**src/logic/cps_pkg.sv**
```systemverilog
// Purpose : Shared constants for the configurable control pin function selector.
// Assumes : One clock (pclk) and an active-low asynchronous reset (presetn).
// Notes   : Register offsets are byte addresses on a 32-bit APB slave.
package cps_pkg;

  ////////////////////////////////////////////////////////////////////////////////////////////
  // Function codes held in the configuration register, four bits per pin.
  localparam logic [3:0] FN_TRISTATE   = 4'h0;
  localparam logic [3:0] FN_DRIVE_1    = 4'h1;
  localparam logic [3:0] FN_DRIVE_0    = 4'h2;
  localparam logic [3:0] FN_POWER_EN   = 4'h3;
  localparam logic [3:0] FN_SLEEP      = 4'h4;
  localparam logic [3:0] FN_CLK_FAST   = 4'h5;
  localparam logic [3:0] FN_CLK_MID    = 4'h6;
  localparam logic [3:0] FN_CLK_SLOW   = 4'h7;
  localparam logic [3:0] FN_CHARGER    = 4'h8;
  localparam logic [3:0] FN_CHARGER_N  = 4'h9;
  localparam logic [3:0] FN_BB_WRITE   = 4'hA;
  localparam logic [3:0] FN_BB_READ    = 4'hB;
  localparam logic [3:0] FN_VBUS_SENSE = 4'hC;
  localparam logic [3:0] FN_FRAME_TGL  = 4'hD;
  localparam logic [3:0] FN_KEEP_AWAKE = 4'hE;

  ////////////////////////////////////////////////////////////////////////////////////////////
  // Register byte offsets.
  localparam logic [7:0] OFS_CTRL      = 8'h00;
  localparam logic [7:0] OFS_STATUS    = 8'h04;
  localparam logic [7:0] OFS_IRQ_STAT  = 8'h08;
  localparam logic [7:0] OFS_IRQ_MASK  = 8'h0C;

  // Control register fields.
  localparam int         CTRL_CODE_A_LSB = 0;
  localparam int         CTRL_CODE_B_LSB = 4;
  localparam int         CTRL_PULL_DN    = 8;

  // Status register fields.
  localparam int         ST_CONFIGURED = 0;
  localparam int         ST_SUSPEND    = 1;
  localparam int         ST_CHARGER    = 2;
  localparam int         ST_VBUS       = 3;
  localparam int         ST_KEEP_AWAKE = 4;
  localparam int         ST_PIN_A      = 5;
  localparam int         ST_PIN_B      = 6;

  // Interrupt event bits.
  localparam int         EV_VBUS_CHG   = 0;
  localparam int         EV_KEEP_AWAKE = 1;
  localparam int         EV_FRAME      = 2;
  localparam int         EV_SUSPEND    = 3;
  localparam int         EV_W          = 4;

  ////////////////////////////////////////////////////////////////////////////////////////////
  // Reset values.
  localparam logic [3:0]      RST_CODE     = 4'h0;
  localparam logic [EV_W-1:0] RST_IRQ_MASK = 4'h0;
  localparam logic            RST_VBUS     = 1'b1;

  // Clock divider: core clock and the three division ratios.
  localparam int         CORE_CLK_MHZ  = 48;
  localparam int         DIV_FAST      = 2;
  localparam int         DIV_MID       = 4;
  localparam int         DIV_SLOW      = 8;
  localparam int         DIV_W         = 3;

endpackage

```
**src/logic/cps_pin_select.sv**
```systemverilog
// Purpose : Selects the function of two configurable control pins.
// Assumes : APB slave with 32-bit data; pin inputs are asynchronous.
// Notes   : Every output comes straight from a flip-flop.
//
// The APB register port and the address map were chosen for this implementation.
`timescale 1ns/10ps
module cps_pin_select (
  input  wire logic        pclk,
  input  wire logic        presetn,
  input  wire logic [7:0]  paddr,
  input  wire logic        psel,
  input  wire logic        penable,
  input  wire logic        pwrite,
  input  wire logic [31:0] pwdata,
  output logic [31:0]      prdata,
  output logic             pready,
  output logic             pslverr,
  output logic             irq,
  input  wire logic [3:0]  nvm_code_a,
  input  wire logic [3:0]  nvm_code_b,
  input  wire logic        nvm_pull_down_en,
  input  wire logic        usb_configured,
  input  wire logic        usb_suspend,
  input  wire logic        charger_detected,
  input  wire logic        pin_toggle_write_strobe_n,
  input  wire logic        pin_toggle_read_strobe_n,
  input  wire logic        sof_received,
  input  wire logic        cable_unplugged,
  input  wire logic        config_pin_a_in,
  output logic             config_pin_a_out,
  output logic             config_pin_a_oe,
  output logic             config_pin_a_pull_down,
  input  wire logic        config_pin_b_in,
  output logic             config_pin_b_out,
  output logic             config_pin_b_oe,
  output logic             config_pin_b_pull_down,
  output logic             vbus_present,
  output logic             suspend_inhibit
);

  ////////////////////////////////////////////////////////////////////////////////////////////
  // Pin function table: returns output enable in bit 1 and level in bit 0.
  function automatic logic [1:0] pin_fn(
    input logic [3:0]                code,
    input logic                      configured,
    input logic                      suspend,
    input logic                      charger,
    input logic                      wr_n,
    input logic                      rd_n,
    input logic [cps_pkg::DIV_W-1:0] clks,
    input logic                      frame_tgl
  );
    logic [1:0] res;
    res = 2'h0;
    if (code == cps_pkg::FN_DRIVE_1) begin
      res = 2'h3;
    end else if (code == cps_pkg::FN_DRIVE_0) begin
      res = 2'h2;
    end else if (code == cps_pkg::FN_POWER_EN) begin
      res = {1'b1, ~(configured & ~suspend)};
    end else if (code == cps_pkg::FN_SLEEP) begin
      res = {1'b1, ~suspend};
    end else if (code == cps_pkg::FN_CLK_FAST) begin
      res = {1'b1, clks[0]};
    end else if (code == cps_pkg::FN_CLK_MID) begin
      res = {1'b1, clks[1]};
    end else if (code == cps_pkg::FN_CLK_SLOW) begin
      res = {1'b1, clks[2]};
    end else if (code == cps_pkg::FN_CHARGER) begin
      res = {1'b1, charger};
    end else if (code == cps_pkg::FN_CHARGER_N) begin
      res = {1'b1, ~charger};
    end else if (code == cps_pkg::FN_BB_WRITE) begin
      res = {1'b1, wr_n};
    end else if (code == cps_pkg::FN_BB_READ) begin
      res = {1'b1, rd_n};
    end else if (code == cps_pkg::FN_FRAME_TGL) begin
      res = {1'b1, frame_tgl};
    end else begin
      res = 2'h0;
    end
    return res;
  endfunction

  // Three-stage synchroniser with a filter that moves once stages two and three agree.
  function automatic logic filt(input logic s2, input logic s3, input logic cur);
    return (s2 == s3) ? s3 : cur;
  endfunction

  ////////////////////////////////////////////////////////////////////////////////////////////
  // State.
  logic [3:0]                  code_a_ff;
  logic [3:0]                  code_b_ff;
  logic                        pull_dn_ff;
  logic                        load_pend_ff;
  logic [cps_pkg::EV_W-1:0]    irq_stat_ff;
  logic [cps_pkg::EV_W-1:0]    irq_mask_ff;
  logic [2:0]                  sync_a_ff;
  logic [2:0]                  sync_b_ff;
  logic                        lvl_a_ff;
  logic                        lvl_b_ff;
  logic                        frame_tgl_ff;
  logic                        suspend_d_ff;
  logic                        keep_awake_ff;
  logic                        vbus_ff;
  logic [31:0]                 prdata_ff;
  logic                        pready_ff;
  logic                        pslverr_ff;
  logic                        irq_ff;
  logic                        pin_a_out_ff;
  logic                        pin_a_oe_ff;
  logic                        pin_a_pd_ff;
  logic                        pin_b_out_ff;
  logic                        pin_b_oe_ff;
  logic                        pin_b_pd_ff;

  logic [cps_pkg::DIV_W-1:0]   clk_div;

  ////////////////////////////////////////////////////////////////////////////////////////////
  // Clock outputs, halted while the link is suspended.
  cps_clk_div u_clk_div (
    .pclk    (pclk),
    .presetn (presetn),
    .hold    (usb_suspend),
    .div_out (clk_div)
  );

  ////////////////////////////////////////////////////////////////////////////////////////////
  // Pin functions.
  wire [1:0] fn_a = pin_fn(code_a_ff, usb_configured, usb_suspend, charger_detected,
                           pin_toggle_write_strobe_n, pin_toggle_read_strobe_n,
                           clk_div, frame_tgl_ff);
  wire [1:0] fn_b = pin_fn(code_b_ff, usb_configured, usb_suspend, charger_detected,
                           pin_toggle_write_strobe_n, pin_toggle_read_strobe_n,
                           clk_div, frame_tgl_ff);

  // Input-mode pins pull low during suspend when the option is set.
  wire       nxt_pd_a = ~fn_a[1] & pull_dn_ff & usb_suspend;
  wire       nxt_pd_b = ~fn_b[1] & pull_dn_ff & usb_suspend;

  // Filtered pin levels.
  wire       nxt_lvl_a = filt(sync_a_ff[1], sync_a_ff[2], lvl_a_ff);
  wire       nxt_lvl_b = filt(sync_b_ff[1], sync_b_ff[2], lvl_b_ff);

  // Bus power sense; pin A takes precedence when both pins select it.
  wire       vbus_sel_a = (code_a_ff == cps_pkg::FN_VBUS_SENSE);
  wire       vbus_sel_b = (code_b_ff == cps_pkg::FN_VBUS_SENSE);
  wire       nxt_vbus   = vbus_sel_a ? nxt_lvl_a :
                          vbus_sel_b ? nxt_lvl_b : cps_pkg::RST_VBUS;

  // Keep-awake is active while a selected pin is held low.
  wire       ka_a = (code_a_ff == cps_pkg::FN_KEEP_AWAKE) & ~nxt_lvl_a;
  wire       ka_b = (code_b_ff == cps_pkg::FN_KEEP_AWAKE) & ~nxt_lvl_b;
  wire       nxt_keep_awake = ka_a | ka_b;
  wire       nxt_inhibit    = nxt_keep_awake & cable_unplugged;

  wire       nxt_frame_tgl  = frame_tgl_ff ^ sof_received;

  ////////////////////////////////////////////////////////////////////////////////////////////
  // APB decode; reads are captured in setup, answered in the first access cycle.
  wire       setup    = psel & ~penable;
  wire       access   = psel & penable & pready_ff;
  wire       hit_ctrl = (paddr == cps_pkg::OFS_CTRL);
  wire       hit_stat = (paddr == cps_pkg::OFS_STATUS);
  wire       hit_isr  = (paddr == cps_pkg::OFS_IRQ_STAT);
  wire       hit_imr  = (paddr == cps_pkg::OFS_IRQ_MASK);
  wire       hit_any  = hit_ctrl | hit_stat | hit_isr | hit_imr;
  wire       wr_ctrl  = access & pwrite & hit_ctrl;
  wire       wr_isr   = access & pwrite & hit_isr;
  wire       wr_imr   = access & pwrite & hit_imr;

  wire [31:0] ctrl_view = {23'h0, pull_dn_ff, code_b_ff, code_a_ff};
  wire [31:0] stat_view = {25'h0, lvl_b_ff, lvl_a_ff, keep_awake_ff, vbus_ff,
                           charger_detected, usb_suspend, usb_configured};
  wire [31:0] rd_mux = hit_ctrl ? ctrl_view :
                       hit_stat ? stat_view :
                       hit_isr  ? {28'h0, irq_stat_ff} :
                       hit_imr  ? {28'h0, irq_mask_ff} : 32'h0;
  wire [31:0] nxt_prdata = setup ? rd_mux : prdata_ff;

  // Configuration: loaded once after reset, then writable over the bus.
  wire [3:0] nxt_code_a = load_pend_ff ? nvm_code_a :
                          wr_ctrl ? pwdata[cps_pkg::CTRL_CODE_A_LSB +: 4] : code_a_ff;
  wire [3:0] nxt_code_b = load_pend_ff ? nvm_code_b :
                          wr_ctrl ? pwdata[cps_pkg::CTRL_CODE_B_LSB +: 4] : code_b_ff;
  wire       nxt_pull_dn = load_pend_ff ? nvm_pull_down_en :
                           wr_ctrl ? pwdata[cps_pkg::CTRL_PULL_DN] : pull_dn_ff;

  ////////////////////////////////////////////////////////////////////////////////////////////
  // Interrupt events; a new event wins over a same-cycle clear.
  wire [cps_pkg::EV_W-1:0] events;
  assign events[cps_pkg::EV_VBUS_CHG]   = nxt_vbus != vbus_ff;
  assign events[cps_pkg::EV_KEEP_AWAKE] = nxt_keep_awake & ~keep_awake_ff;
  assign events[cps_pkg::EV_FRAME]      = sof_received;
  assign events[cps_pkg::EV_SUSPEND]    = usb_suspend & ~suspend_d_ff;

  wire [cps_pkg::EV_W-1:0] clr_mask     = wr_isr ? pwdata[cps_pkg::EV_W-1:0] : 4'h0;
  wire [cps_pkg::EV_W-1:0] nxt_irq_stat = (irq_stat_ff & ~clr_mask) | events;
  wire [cps_pkg::EV_W-1:0] nxt_irq_mask = wr_imr ? pwdata[cps_pkg::EV_W-1:0] : irq_mask_ff;
  wire                     nxt_irq      = |(nxt_irq_stat & nxt_irq_mask);

  ////////////////////////////////////////////////////////////////////////////////////////////
  // Configuration and register state.
  always_ff @(posedge pclk or negedge presetn) begin
    if (!presetn) begin
      load_pend_ff <= 1'b1;
      code_a_ff    <= cps_pkg::RST_CODE;
      code_b_ff    <= cps_pkg::RST_CODE;
      pull_dn_ff   <= 1'b0;
      irq_stat_ff  <= 4'h0;
      irq_mask_ff  <= cps_pkg::RST_IRQ_MASK;
    end else begin
      load_pend_ff <= 1'b0;
      code_a_ff    <= nxt_code_a;
      code_b_ff    <= nxt_code_b;
      pull_dn_ff   <= nxt_pull_dn;
      irq_stat_ff  <= nxt_irq_stat;
      irq_mask_ff  <= nxt_irq_mask;
    end
  end

  // Bus answer.
  always_ff @(posedge pclk or negedge presetn) begin
    if (!presetn) begin
      prdata_ff  <= 32'h0;
      pready_ff  <= 1'b0;
      pslverr_ff <= 1'b0;
    end else begin
      prdata_ff  <= nxt_prdata;
      pready_ff  <= setup;
      pslverr_ff <= setup & ~hit_any;
    end
  end

  ////////////////////////////////////////////////////////////////////////////////////////////
  // Pin input synchronisers and sensed levels.
  always_ff @(posedge pclk or negedge presetn) begin
    if (!presetn) begin
      sync_a_ff     <= 3'h7;
      sync_b_ff     <= 3'h7;
      lvl_a_ff      <= 1'b1;
      lvl_b_ff      <= 1'b1;
      vbus_ff       <= cps_pkg::RST_VBUS;
      keep_awake_ff <= 1'b0;
      suspend_d_ff  <= 1'b0;
      frame_tgl_ff  <= 1'b0;
    end else begin
      sync_a_ff     <= {sync_a_ff[1:0], config_pin_a_in};
      sync_b_ff     <= {sync_b_ff[1:0], config_pin_b_in};
      lvl_a_ff      <= nxt_lvl_a;
      lvl_b_ff      <= nxt_lvl_b;
      vbus_ff       <= nxt_vbus;
      keep_awake_ff <= nxt_keep_awake;
      suspend_d_ff  <= usb_suspend;
      frame_tgl_ff  <= nxt_frame_tgl;
    end
  end

  ////////////////////////////////////////////////////////////////////////////////////////////
  // Registered pin drivers and system outputs.
  always_ff @(posedge pclk or negedge presetn) begin
    if (!presetn) begin
      pin_a_out_ff    <= 1'b0;
      pin_a_oe_ff     <= 1'b0;
      pin_a_pd_ff     <= 1'b0;
      pin_b_out_ff    <= 1'b0;
      pin_b_oe_ff     <= 1'b0;
      pin_b_pd_ff     <= 1'b0;
      irq_ff          <= 1'b0;
      suspend_inhibit <= 1'b0;
    end else begin
      pin_a_out_ff    <= fn_a[0];
      pin_a_oe_ff     <= fn_a[1];
      pin_a_pd_ff     <= nxt_pd_a;
      pin_b_out_ff    <= fn_b[0];
      pin_b_oe_ff     <= fn_b[1];
      pin_b_pd_ff     <= nxt_pd_b;
      irq_ff          <= nxt_irq;
      suspend_inhibit <= nxt_inhibit;
    end
  end

  ////////////////////////////////////////////////////////////////////////////////////////////
  // Port connections.
  assign prdata                 = prdata_ff;
  assign pready                 = pready_ff;
  assign pslverr                = pslverr_ff;
  assign irq                    = irq_ff;
  assign config_pin_a_out       = pin_a_out_ff;
  assign config_pin_a_oe        = pin_a_oe_ff;
  assign config_pin_a_pull_down = pin_a_pd_ff;
  assign config_pin_b_out       = pin_b_out_ff;
  assign config_pin_b_oe        = pin_b_oe_ff;
  assign config_pin_b_pull_down = pin_b_pd_ff;
  assign vbus_present           = vbus_ff;

endmodule

```
**src/logic/cps_clk_div.sv**
```systemverilog
// Purpose : Divides the core clock by 2, 4 and 8 with fifty percent duty.
// Assumes : Runs from the same clock as the selector.
// Notes   : The count freezes while hold is high, so all outputs stop.
`timescale 1ns/10ps
module cps_clk_div (
  input  wire logic                     pclk,
  input  wire logic                     presetn,
  input  wire logic                     hold,
  output logic [cps_pkg::DIV_W-1:0]     div_out
);

  logic [cps_pkg::DIV_W-1:0] cnt_ff;
  logic [cps_pkg::DIV_W-1:0] nxt_cnt;

  // Bit n of a free count toggles every 2**n cycles, a division by 2**(n+1).
  assign nxt_cnt = hold ? cnt_ff : cnt_ff + 3'h1;
  assign div_out = cnt_ff;

  always_ff @(posedge pclk or negedge presetn) begin
    if (!presetn) begin
      cnt_ff <= 3'h0;
    end else begin
      cnt_ff <= nxt_cnt;
    end
  end

endmodule

```
**config.mk**
```make
export PLATFORM = sky130hd
export DESIGN_NAME = cps_pin_select
export DESIGN_NICKNAME = d
export VERILOG_FILES = /design/src/logic/cps_pkg.sv /design/src/logic/cps_pin_select.sv /design/src/logic/cps_clk_div.sv
export SDC_FILE = /design/constraint.sdc
export NUM_CORES = 1
export LEC_CHECK = 0
export BUFFER_PORTS_ARGS = -buffer_cell sky130_fd_sc_hd__buf_2
export CORE_MARGIN = 5
export CORE_UTILIZATION = 45
export CTS_CLUSTER_SIZE = 14
export DETAILED_ROUTE_END_ITERATION = 10
export PLACE_DENSITY = 0.75
export SLEW_MARGIN = 20
export SYNTH_ARGS = -nofsm -noshare
export SYNTH_HDL_FRONTEND = slang
export SYNTH_HIERARCHICAL = 1
export SYNTH_SLANG_ARGS = --single-unit
```
**constraint.sdc**
```tcl
create_clock -name pclk -period 2.5 [get_ports pclk]
set_input_delay 0.125 -clock pclk [delete_from_list [all_inputs] [get_ports pclk]]
set_output_delay 0.125 -clock pclk [all_outputs]
set_load 0.01 [all_outputs]
```
==> run summary, run 1 <==
## Run status
- **status** completed

## Clock network
- **depth of the CTS H-tree** 2
- **Root Driver** sky130_fd_sc_hd__clkbuf_8
- **clock slew seen by the registers of the worst setup and hold paths** 0.09 ns
- **buffer depth of the longest clock path** 2
- **cells resized by post-CTS repair** 0
- **Sinks on Clock Net** 52
- **TritonCTS buffer count** 5
- **clock insertion delay at the later pin of the skew report** 0.30 ns
- **CTS tree** built

## Job
- **max capacitance violation total** 0

## Timing
- **RSZ-0062 raised after global routing** false
- **final worst-path cycle share** 86.2%
- **minimum period implied by the final worst setup slack** 2.16 ns
- **remaining max-slew budget at the tightest pin** 60.7%
- **final setup skew** 0.00324 ns
- **number of failing hold endpoints at the final stage** 0
- **worst-margin pin slew** 0.590 ns
- **Max Transition Viols Final** 0
- **final total negative setup slack** 0 ns
- **final setup margin** 0.345 ns
- **# setup viols final** 0
- **fmax** 464 MHz
- **worst hold slack** 0.0305 ns

## Synth
- **async set-reset flop share out of synthesis** 100%
- **most numerous cell types in the synthesized netlist** 42 x sky130_fd_sc_hd__dfrtp_1, 23 x sky130_fd_sc_hd__buf_4, 19 x sky130_fd_sc_hd__nand2_1, 12 x sky130_fd_sc_hd__mux2i_1, 12 x sky130_fd_sc_hd__nor2_1
- **Ys Warns** 6
- **top cell type by total area after synthesis** sky130_fd_sc_hd__dfrtp_1
- **number of distinct library cell variants in the gate-level netlist after synthesis** 55
- **most frequent cell after synthesis** sky130_fd_sc_hd__dfrtp_1
- **synthesized area per cell** 11.1 um^2
- **Syn Std Cell Area** 0.00262 mm^2
- **Yosys top cell area share** 40.2%
- **number of synthesized flops with an enable pin** 0
- **cells taking the most area after synthesis** sky130_fd_sc_hd__dfrtp_1 40%, sky130_fd_sc_hd__dfstp_2 10%, sky130_fd_sc_hd__buf_4 6.6%, sky130_fd_sc_hd__mux2i_1 4.6%, sky130_fd_sc_hd__mux4_2 3.4%
- **synthesized flop and latch total** 52
- **flip-flop cell with the highest count after synthesis** sky130_fd_sc_hd__dfrtp_1
- **share of synthesized area occupied by flip-flops and latches** 50.2%
- **count of mapped cells out of synthesis** 236

## Cells and area
- **Total Nets Final** 358
- **ANT cells** 0
- **Fillers** 502
- **share of layout cells above drive strength 1** 32.5%
- **post-route standard cell area excluding fillers** 0.00300 mm^2
- **Synth-to-Final Area Change** 14.7%
- **Cell Count, Final, Fillers Out** 367
- **sequential cell area** 0.00131 mm^2
- **multi-input logic area** 0.00113 mm^2

## Power
- **Pwr per Cell Area** 610 mW/mm^2
- **portion of total power attributed to sequential cells** 55.3%
- **part of the power in the clock network** 26.1%
- **switching share of power** 27.9%
- **net switching power figure** 0.510 mW
- **peak supply drop** 345 uV
- **P_int** 1.32 mW
- **combinational share of power** 18.5%
- **static power due to leakage** 1.46 nW

## Floorplanning
- **height of the die** 86.2 um
- **starting density of the core** 46.9%
- **area enclosed by the die boundary** 0.00744 mm^2
- **Core Area** 0.00557 mm^2
- **die width** 86.2 um
- **# IOs** 106
- **row cnt** 27

## Route
- **DRT iter0 DRCs** 148
- **Remaining DRCs** 0
- **number of antenna-violating nets in the routed design** 0
- **first-pass iteration count of the detailed router** 4
- **total routed wirelength** 5680 um
- **vias post-DR** 1906
- **routed length per placed instance** 15.5 um
- **vias per inst** 5.19

## Critical path
- **startpoint class of the critical path** flip-flop
- **worst path required time** 2.68 ns
- **number of cells on the worst reg-to-reg path** 5
- **CP delay by family, top** simple AND/OR/NAND/NOR gates
- **logic depth of the worst path, buffers included** 5
- **kind of capture point of the worst setup path** flip-flop
- **startpoint of the worst-slack reg-to-reg timing path** lvl_a_ff
- **RR Endpoint** irq
- **kind of critical path** flip-flop to flip-flop
- **arrival time worst endpoint** 2.34 ns
- **Worst R2R Setup Slack** 0.34 ns
- **cell-by-cell trace of the critical path** maj3_2 -> nor4_1 -> nor3_1 -> or3b_4 -> a221o_1
- **CP endpoint** irq
- **buffer and inverter count on the worst path** 0
- **CP max stage cell** sky130_fd_sc_hd__nor4_1
- **delay of the slowest cell on the worst path** 0.47 ns
- **crit-path max FO** 3
- **crit path launch** lvl_a_ff

## Min path
- **path category of the worst min-delay check** input port to flip-flop

## Placement
- **cell area reported after detailed placement** 0.00288 mm^2
- **worst slack at placement** 0.427 ns
- **gpl congestion** 0.894
- **placed cell count** 356
- **DP HPWL** 4280 um
- **number of port buffers** 59

## Global routing
- **largest net degree at the start of global routing** 48
- **via count of the first global-routing pass** 1847
- **grt peak-use layer** met2
- **met1 Use GR** 20.7%
- **leftover overflow at the end of global routing** 0
- **antenna violations before repair** 0
- **global-route total usage across every layer** 15.7%
- **met2 usage in global routing** 25.9%
- **first-pass GRT wire length** 9220 um
- **met3 usage in global routing** 3.33%

==> worst min-delay path, stage by stage <==
cell and delay, ns:
sky130_fd_sc_hd__buf_2 0.07, sky130_fd_sc_hd__nand2_1 0.04, sky130_fd_sc_hd__o21ai_0 0.05
==> power by group through the flow <==
stage	clock network (mW)	logic (mW)	registers, mW
CTS	0.494	0.340	1.01
global route	0.524	0.386	1.03
detailed placement	0	0.336	1.03
floorplan	0	0.256	1.00
global placement	0	0.327	1.03
finish	0.479	0.339	1.01
==> worst min-delay path by stage <==
stage | from | endpoint | depth (start not counted) | slack [ns]
CTS | sof_received | frame_tgl_ff | 2 | 0.02
floorplan | presetn | code_a_ff[0] | 0 | -0.17
global placement | config_pin_b_in | sync_b_ff[0] | 1 | 0.23
global route | nvm_pull_down_en | pull_dn_ff | 3 | 0.03
finish | nvm_code_a[0] | code_a_ff[0] | 3 | 0.03
detailed placement | config_pin_b_in | sync_b_ff[0] | 1 | 0.23
==> registers in the layout, summed over array words and instances, names as in the netlist, 3 cells and up <==
signal             cells
u_clk_div/div_out      3
code_a_ff              4
irq_stat_ff            4
code_b_ff              4
sync_b_ff              3
prdata                 9
irq_mask_ff            4
sync_a_ff              3
==> cell families after synthesis <==
group | count (synthesis) | share of synthesized area [%]
other | 1 | 0.143
XOR/XNOR | 3 | 1.00
buffers and inverters | 43 | 9.86
flip-flops | 52 | 50.2
AND/OR/NAND/NOR | 63 | 13.8
AO/OA/AOI/OAI | 50 | 13.3
multiplexers | 21 | 10.3
adder cells (fa/ha/maj) | 3 | 1.29
==> routing by layer <==
metal	up-vias	wire [um]
li1	912	-
met1	909	2450
met2	79	2780
met3	6	386
met4	0	58
met5	-	0
==> placed cells by master, fill, tap and decap left out, types with 4 or more instances in the layout <==
| cell | synthesis | layout |
|---|---|---|
| sky130_fd_sc_hd__inv_1 | 5 | 5 |
| sky130_fd_sc_hd__a211oi_1 | 5 | 5 |
| sky130_fd_sc_hd__conb_1 | 1 | 24 |
| sky130_fd_sc_hd__o21ai_0 | 11 | 11 |
| sky130_fd_sc_hd__buf_2 | 2 | 58 |
| sky130_fd_sc_hd__nor2b_1 | 4 | 4 |
| sky130_fd_sc_hd__nand3_1 | 4 | 4 |
| sky130_fd_sc_hd__clkbuf_8 | 0 | 6 |
| sky130_fd_sc_hd__nand2b_1 | 4 | 4 |
| sky130_fd_sc_hd__mux2_2 | 4 | 4 |
| sky130_fd_sc_hd__mux4_2 | 4 | 4 |
| sky130_fd_sc_hd__dfrtp_1 | 42 | 42 |
| sky130_fd_sc_hd__a22o_1 | 6 | 6 |
| sky130_fd_sc_hd__nand2_1 | 19 | 19 |
| sky130_fd_sc_hd__dfstp_2 | 10 | 10 |
| sky130_fd_sc_hd__a21oi_1 | 7 | 7 |
| sky130_fd_sc_hd__mux2i_1 | 12 | 12 |
| sky130_fd_sc_hd__nor2_1 | 12 | 12 |
| sky130_fd_sc_hd__buf_4 | 23 | 5 |
==> area by class of cell <==
class                      count  area share, %
clock buffer                   8           3.00
inverter                       5          0.626
multi-input combinational    164           37.7
sequential                    52           43.8
tap                           72           3.00
timing repair buffer          66           11.9
==> repair_timing <==
action / in CTS / in global routing
buffers inserted: 0 / 0
hold endpoints to repair: 2 / 42
setup endpoints to repair: 0 / 0
hold buffers: 2 / 1
==> metrics by stage <==
step | total power [mW] | util (%)
2_1_floorplan | 1.26 | -
3_3_place_gp | 1.36 | 51.6
3_5_place_dp | 1.36 | 51.6
4_1_cts | 1.85 | 53.6
5_1_grt | 1.94 | 53.8
6_report | 1.83 | 53.8
Note: power is estimated with default switching activity, not from simulation.
==> run 2, diff against run 1 <==
--- a/config.mk
+++ b/config.mk
@@ -10,7 +10,9 @@
 export CORE_UTILIZATION = 45
 export CTS_CLUSTER_SIZE = 14
 export DETAILED_ROUTE_END_ITERATION = 10
+export HOLD_SLACK_MARGIN = 0.02
 export PLACE_DENSITY = 0.75
+export REMOVE_ABC_BUFFERS = 1
 export SLEW_MARGIN = 20
 export SYNTH_ARGS = -nofsm -noshare
 export SYNTH_HDL_FRONTEND = slang
==> constraint.sdc (replaced) <==
create_clock -name pclk -period 2.8 [get_ports pclk]
set_input_delay 0.14 -clock pclk [delete_from_list [all_inputs] [get_ports pclk]]
set_output_delay 0.14 -clock pclk [all_outputs]
set_load 0.01 [all_outputs]
==> run summary, run 2 (synthesis gave the netlist of run 1 again) <==
## Floorplanning
- **row cnt** 27, unchanged
- **die width** 86.2 um, unchanged
- **starting density of the core** 46.9%, unchanged
- **area enclosed by the die boundary** 0.00744 mm^2, unchanged
- **height of the die** 86.2 um, unchanged
- **Core Area** 0.00557 mm^2, unchanged
- **# IOs** 106, unchanged

## Clock network
- **CTS tree** built
- **Root Driver** sky130_fd_sc_hd__clkbuf_8
- **depth of the CTS H-tree** 2, unchanged
- **clock slew seen by the registers of the worst setup and hold paths** 0.09 ns, about the same
- **post-CTS setup buffer count** 0, unchanged
- **Sinks on Clock Net** 52, unchanged
- **TritonCTS buffer count** 5, unchanged
- **clock insertion delay at the later pin of the skew report** 0.32 ns, +0.02 ns
- **buffer depth of the longest clock path** 2, unchanged

## Cells and area
- **ANT cells** 0, unchanged
- **post-route standard cell area excluding fillers** 0.00300 mm^2, about the same
- **Total Nets Final** 357, -0.28%
- **most used cells in the layout excluding fill and tap cells** 58 x sky130_fd_sc_hd__buf_2, 42 x sky130_fd_sc_hd__dfrtp_1, 24 x sky130_fd_sc_hd__conb_1
- **most common cell after layout, fill and taps aside** sky130_fd_sc_hd__buf_2
- **Synth-to-Final Area Change** 14.6%, about the same
- **number of flip-flops under the largest register name** 9, unchanged
- **Cell Count, Final, Fillers Out** 366, -0.27%
- **core utilization of the finished layout** 53.8%, about the same
- **share of layout cells above drive strength 1** 32.7%, +0.11 points
- **Fillers** 524, +4.4%

## Global routing
- **via count of the first global-routing pass** 1840, -0.38%
- **antenna violations before repair** 0, unchanged
- **leftover overflow at the end of global routing** 0, unchanged
- **first-pass GRT wire length** 9040 um, -1.9%
- **global-route total usage across every layer** 15.6%, -0.040 points
- **largest net degree at the start of global routing** 51, +6.3%

## Route
- **vias per inst** 5.20, +0.12%
- **total routed wirelength** 5600 um, -1.4%
- **first-pass iteration count of the detailed router** 4, unchanged
- **Remaining DRCs** 0, unchanged
- **vias post-DR** 1903, -0.16%
- **number of antenna-violating nets in the routed design** 0, unchanged
- **routed length per placed instance** 15.3 um, -1.1%
- **DRT iter0 DRCs** 166, +12%

## Timing
- **final total negative setup slack** 0 ns, unchanged
- **worst-margin pin slew** 0.623 ns, +0.0330 ns
- **remaining max-slew budget at the tightest pin** 58.5%, -2.2 points
- **RSZ-0062 raised after global routing** false
- **fmax** 483 MHz, +4.2%
- **Max Transition Viols Final** 0, unchanged
- **# setup viols final** 0, unchanged
- **final setup skew** 0.00932 ns, +0.00608 ns
- **final worst-path cycle share** 73.9%, -12 points
- **number of failing hold endpoints at the final stage** 0, unchanged
- **final setup margin** 0.731 ns, +0.386 ns
- **minimum period implied by the final worst setup slack** 2.07 ns, -0.0861 ns

## Min path
- **path category of the worst min-delay check** input port to flip-flop

## Placement
- **DP HPWL** 4190 um, -2.1%
- **cell area reported after detailed placement** 0.00286 mm^2, -0.52%
- **placed cell count** 354, -0.56%
- **gpl congestion** 0.825, -7.7%
- **number of port buffers** 59, unchanged
- **worst slack at placement** 0.756 ns, +0.329 ns

## Critical path
- **Worst R2R Setup Slack** 0.73 ns, +0.39 ns
- **startpoint class of the critical path** flip-flop
- **crit-path max FO** 11, +8
- **crit path launch** code_b_ff[0]
- **CP endpoint** irq
- **startpoint of the worst-slack reg-to-reg timing path** code_b_ff[0]
- **RR Endpoint** irq
- **number of cells on the worst reg-to-reg path** 5, unchanged
- **arrival time worst endpoint** 2.27 ns, -0.07 ns
- **worst path required time** 3.00 ns, +0.32 ns
- **kind of critical path** flip-flop to flip-flop
- **kind of capture point of the worst setup path** flip-flop

## Power
- **peak supply drop** 212 uV, -39%
- **Pwr per Cell Area** 545 mW/mm^2, -11%
- **static power due to leakage** 1.45 nW, -0.74%

## Job
- **max capacitance violation total** 0, unchanged

## Run status
- **status** completed

==> run 2: cell types whose count changed in the layout (fill, tap and decap cells not counted) <==
cell                            before  now
sky130_fd_sc_hd__clkbuf_8            6    5
sky130_fd_sc_hd__buf_4               5    3
sky130_fd_sc_hd__clkinvlp_4          0    2
sky130_fd_sc_hd__clkinv_4            0    1
sky130_fd_sc_hd__clkbuf_1            2    0
sky130_fd_sc_hd__dlygate4sd3_1       3    4
==> run 2: final cells by class <==
class | count | area, um^2 | area share [%]
repair buffers | 65 | 353 | 11.8
multi-input cells | 164 | 1130 | 37.7
flip-flops and latches | 52 | 1310 | 43.8
clock buffers | 5 | 68.8 | 2.30
clock inverters | 3 | 23.8 | 0.793
well taps | 72 | 90.1 | 3.01
inverters | 5 | 18.8 | 0.626
==> run 2: worst min-delay path by stage <==
| stage | startpoint | end | slack (ns) | depth (start not counted) |
|---|---|---|---|---|
| 2_1_floorplan | presetn | code_a_ff[0] | -0.16 | 0 |
| 3_3_place_gp | config_pin_b_in | sync_b_ff[0] | 0.25 | 1 |
| 3_5_place_dp | config_pin_a_in | sync_a_ff[0] | 0.25 | 1 |
| 4_1_cts | sof_received | frame_tgl_ff | 0.02 | 2 |
| 5_1_grt | sof_received | frame_tgl_ff | 0.03 | 2 |
| 6_report | sof_received | frame_tgl_ff | 0.03 | 2 |
==> run 2: per-layer routing <==
| metal | part of all wire [%] | track usage (%) | vias up |
|---|---|---|---|
| li1 | - | - | 909 |
| met1 | 42 | 20.4 | 923 |
| met2 | 49 | 25.2 | 61 |
| met3 | 7.0 | 3.42 | 10 |
| met4 | 2.0 | 6.66 | 0 |
| met5 | 0 | 0 | - |
==> run 2: repair_timing <==
item,4_1_cts,5_1_grt
endpoints found under the hold margin,3,42
hold buffers,3,1
resized for setup,0,0
==> run 2: worst max-delay path, stage by stage, from the launching register on <==
cell and delay [ns]:
sky130_fd_sc_hd__dfrtp_1 0.53, sky130_fd_sc_hd__nand4bb_1 0.27, sky130_fd_sc_hd__a211oi_1 0.38, sky130_fd_sc_hd__nor3_1 0.09, sky130_fd_sc_hd__or3b_4 0.38, sky130_fd_sc_hd__a221o_1 0.30
==> run 2: through the flow <==
stage | total power [mW] | hold slack, ns
after floorplan | 1.09 | -0.156
after global placement | 1.20 | 0.246
after detailed placement | 1.21 | 0.246
after CTS | 1.65 | 0.0248
after global routing | 1.72 | 0.0322
final | 1.63 | 0.0254
==> run 2: power by group <==
group | leakage (nW) | total [mW] | internal, mW | switching [mW]
Sequential | 0.631 | 0.911 | 0.828 | 0.0828
Combinational | 0.780 | 0.290 | 0.145 | 0.144
Clock | 0.0404 | 0.433 | 0.177 | 0.256
Total | 1.45 | 1.63 | 1.15 | 0.483
==> run 3, diff against run 2 <==
==> constraint.sdc (replaced) <==
create_clock -name pclk -period 2 [get_ports pclk]
set_input_delay 0.1 -clock pclk [delete_from_list [all_inputs] [get_ports pclk]]
set_output_delay 0.1 -clock pclk [all_outputs]
set_load 0.01 [all_outputs]
==> run summary, run 3 (synthesis gave the netlist of run 1 again) <==
## Critical path
- **arrival time worst endpoint** 2.10 ns, -0.17 ns
- **cell-by-cell trace of the critical path** maj3_1 -> a211oi_2 -> buf_4 -> o21ai_0 -> or3b_4 -> a221o_1
- **RR Endpoint** irq
- **logic depth of the worst path, buffers included** 6, +1
- **kind of capture point of the worst setup path** flip-flop
- **startpoint class of the critical path** flip-flop
- **delay of the slowest cell on the worst path** 0.55 ns, +0.02 ns
- **CP delay by family, top** flip-flops
- **number of cells on the worst reg-to-reg path** 6, +1
- **worst path required time** 2.19 ns, -0.81 ns
- **kind of critical path** flip-flop to flip-flop
- **crit-path max FO** 3, -8
- **Worst R2R Setup Slack** 0.09 ns, -0.64 ns
- **CP endpoint** irq
- **CP max stage cell** sky130_fd_sc_hd__dfstp_2
- **crit path launch** lvl_b_ff
- **buffer and inverter count on the worst path** 1, +1
- **startpoint of the worst-slack reg-to-reg timing path** lvl_b_ff

## Placement
- **worst slack at placement** 0.0561 ns, -0.700 ns
- **gpl congestion** 0.868, +5.2%
- **DP HPWL** 4480 um, +6.8%
- **number of port buffers** 59, unchanged

## Power
- **static power due to leakage** 1.56 nW, +7.6%
- **peak supply drop** 395 uV, +87%
- **Pwr per Cell Area** 728 mW/mm^2, +34%

## Clock network
- **TritonCTS buffer count** 5, unchanged
- **buffer depth of the longest clock path** 2, unchanged
- **CTS tree** built
- **depth of the CTS H-tree** 2, unchanged
- **Sinks on Clock Net** 52, unchanged
- **Root Driver** sky130_fd_sc_hd__clkbuf_8
- **clock slew seen by the registers of the worst setup and hold paths** 0.08 ns, about the same
- **clock insertion delay at the later pin of the skew report** 0.30 ns, -0.02 ns

## Cells and area
- **share of layout cells above drive strength 1** 34.5%, +1.8 points
- **most common cell after layout, fill and taps aside** sky130_fd_sc_hd__buf_2
- **most used cells in the layout excluding fill and tap cells** 59 x sky130_fd_sc_hd__buf_2, 42 x sky130_fd_sc_hd__dfrtp_1, 24 x sky130_fd_sc_hd__conb_1
- **Synth-to-Final Area Change** 22.5%
- **ANT cells** 0, unchanged
- **number of flip-flops under the largest register name** 9, unchanged
- **Total Nets Final** 379, +6.2%

## Timing
- **remaining max-slew budget at the tightest pin** 64.9%, +6.4 points
- **worst-margin pin slew** 0.527 ns, -0.0961 ns
- **Max Transition Viols Final** 0, unchanged
- **# setup viols final** 0, unchanged
- **final setup skew** 0.00805 ns, -0.00127 ns
- **final setup margin** 0.0939 ns, -0.637 ns
- **number of failing hold endpoints at the final stage** 0, unchanged
- **final total negative setup slack** 0 ns, unchanged
- **worst hold slack** 0.0404 ns, +0.0149 ns
- **minimum period implied by the final worst setup slack** 1.91 ns, -0.163 ns
- **RSZ-0062 raised after global routing** false
- **fmax** 525 MHz, +8.6%
- **final worst-path cycle share** 95.3%, +21 points

## Floorplanning
- **# IOs** 106, unchanged
- **area enclosed by the die boundary** 0.00744 mm^2, unchanged
- **die width** 86.2 um, unchanged
- **starting density of the core** 46.9%, unchanged
- **Core Area** 0.00557 mm^2, unchanged
- **height of the die** 86.2 um, unchanged
- **row cnt** 27, unchanged

## Global routing
- **leftover overflow at the end of global routing** 0, unchanged
- **antenna violations before repair** 0, unchanged
- **largest net degree at the start of global routing** 32, -37%
- **global-route total usage across every layer** 16.0%, +0.38 points
- **first-pass GRT wire length** 9250 um, +2.4%
- **via count of the first global-routing pass** 1882, +2.3%

## Route
- **first-pass iteration count of the detailed router** 5, +1
- **vias per inst** 5.14, -1.2%
- **DRT iter0 DRCs** 196, +18%
- **Remaining DRCs** 0, unchanged
- **total routed wirelength** 5880 um, +5.0%
- **routed length per placed instance** 15.1 um, -0.97%
- **vias post-DR** 1993, +4.7%
- **number of antenna-violating nets in the routed design** 0, unchanged

## Min path
- **path category of the worst min-delay check** input port to flip-flop
- **hold path startpoint** usb_suspend

## Job
- **max capacitance violation total** 0, unchanged

## Run status
- **status** completed

run 3: cell types whose count changed in the layout (fill, tap and decap cells not counted), sizes merged:
cell and change:
clkinv -1, clkbuf +3, dlygate4sd3 +9, buf +13, clkinvlp -2
run 3: per-layer routing:
layer	wire (um)	GRT usage, %	up-vias
met5	0	0	-
met4	79	5.10	0
met3	447	3.90	6
met2	2910	26.7	73
met1	2440	20.6	952
li1	-	-	962
run 3: worst min path at each step:
| stage | endpoint | slack, ns | cells past startpoint |
|---|---|---|---|
| detailed placement | code_a_ff[2] | 0.11 | 1 |
| global placement | code_a_ff[2] | 0.10 | 1 |
| global route | code_a_ff[1] | 0.03 | 3 |
| finish | suspend_d_ff | 0.04 | 1 |
| CTS | code_a_ff[1] | 0.03 | 3 |
| floorplan | code_a_ff[0] | -0.20 | 0 |
run 3: through the flow:
stage                     power [mW]  utilization [%]  cell area, um^2  std cells
after floorplan                 1.52                -             2460        221
after global placement          1.71             53.3             2970        367
after detailed placement        1.72             53.3             2970        367
after CTS                       2.35             57.3             3190        388
after global routing            2.46             57.5             3200        388
final                           2.33             57.5             3200        388
run 3: area by class of cell:
type	count	area, um^2
flip-flops and latches	52	1310
repair buffers	87	551
well taps	72	90.1
inverters	5	18.8
multi-input cells	164	1140
clock buffers	8	90.1
fillers	481	2370
run 3: where the power goes:
| group | internal [mW] | switching (mW) | total (mW) | leakage (nW) |
|---|---|---|---|---|
| Sequential | 1.16 | 0.0923 | 1.25 | 0.631 |
| Clock | 0.283 | 0.322 | 0.605 | 0.0455 |
| Combinational | 0.238 | 0.238 | 0.476 | 0.886 |
run 3: repair_timing:
| action | CTS | global route |
|---|---|---|
| endpoints found under the hold margin | 25 | 0 |
| setup endpoints to repair | 0 | 1 |
| resized for setup | 0 | 2 |
| buffers inserted | 0 | 0 |
| hold buffers | 13 | 0 |
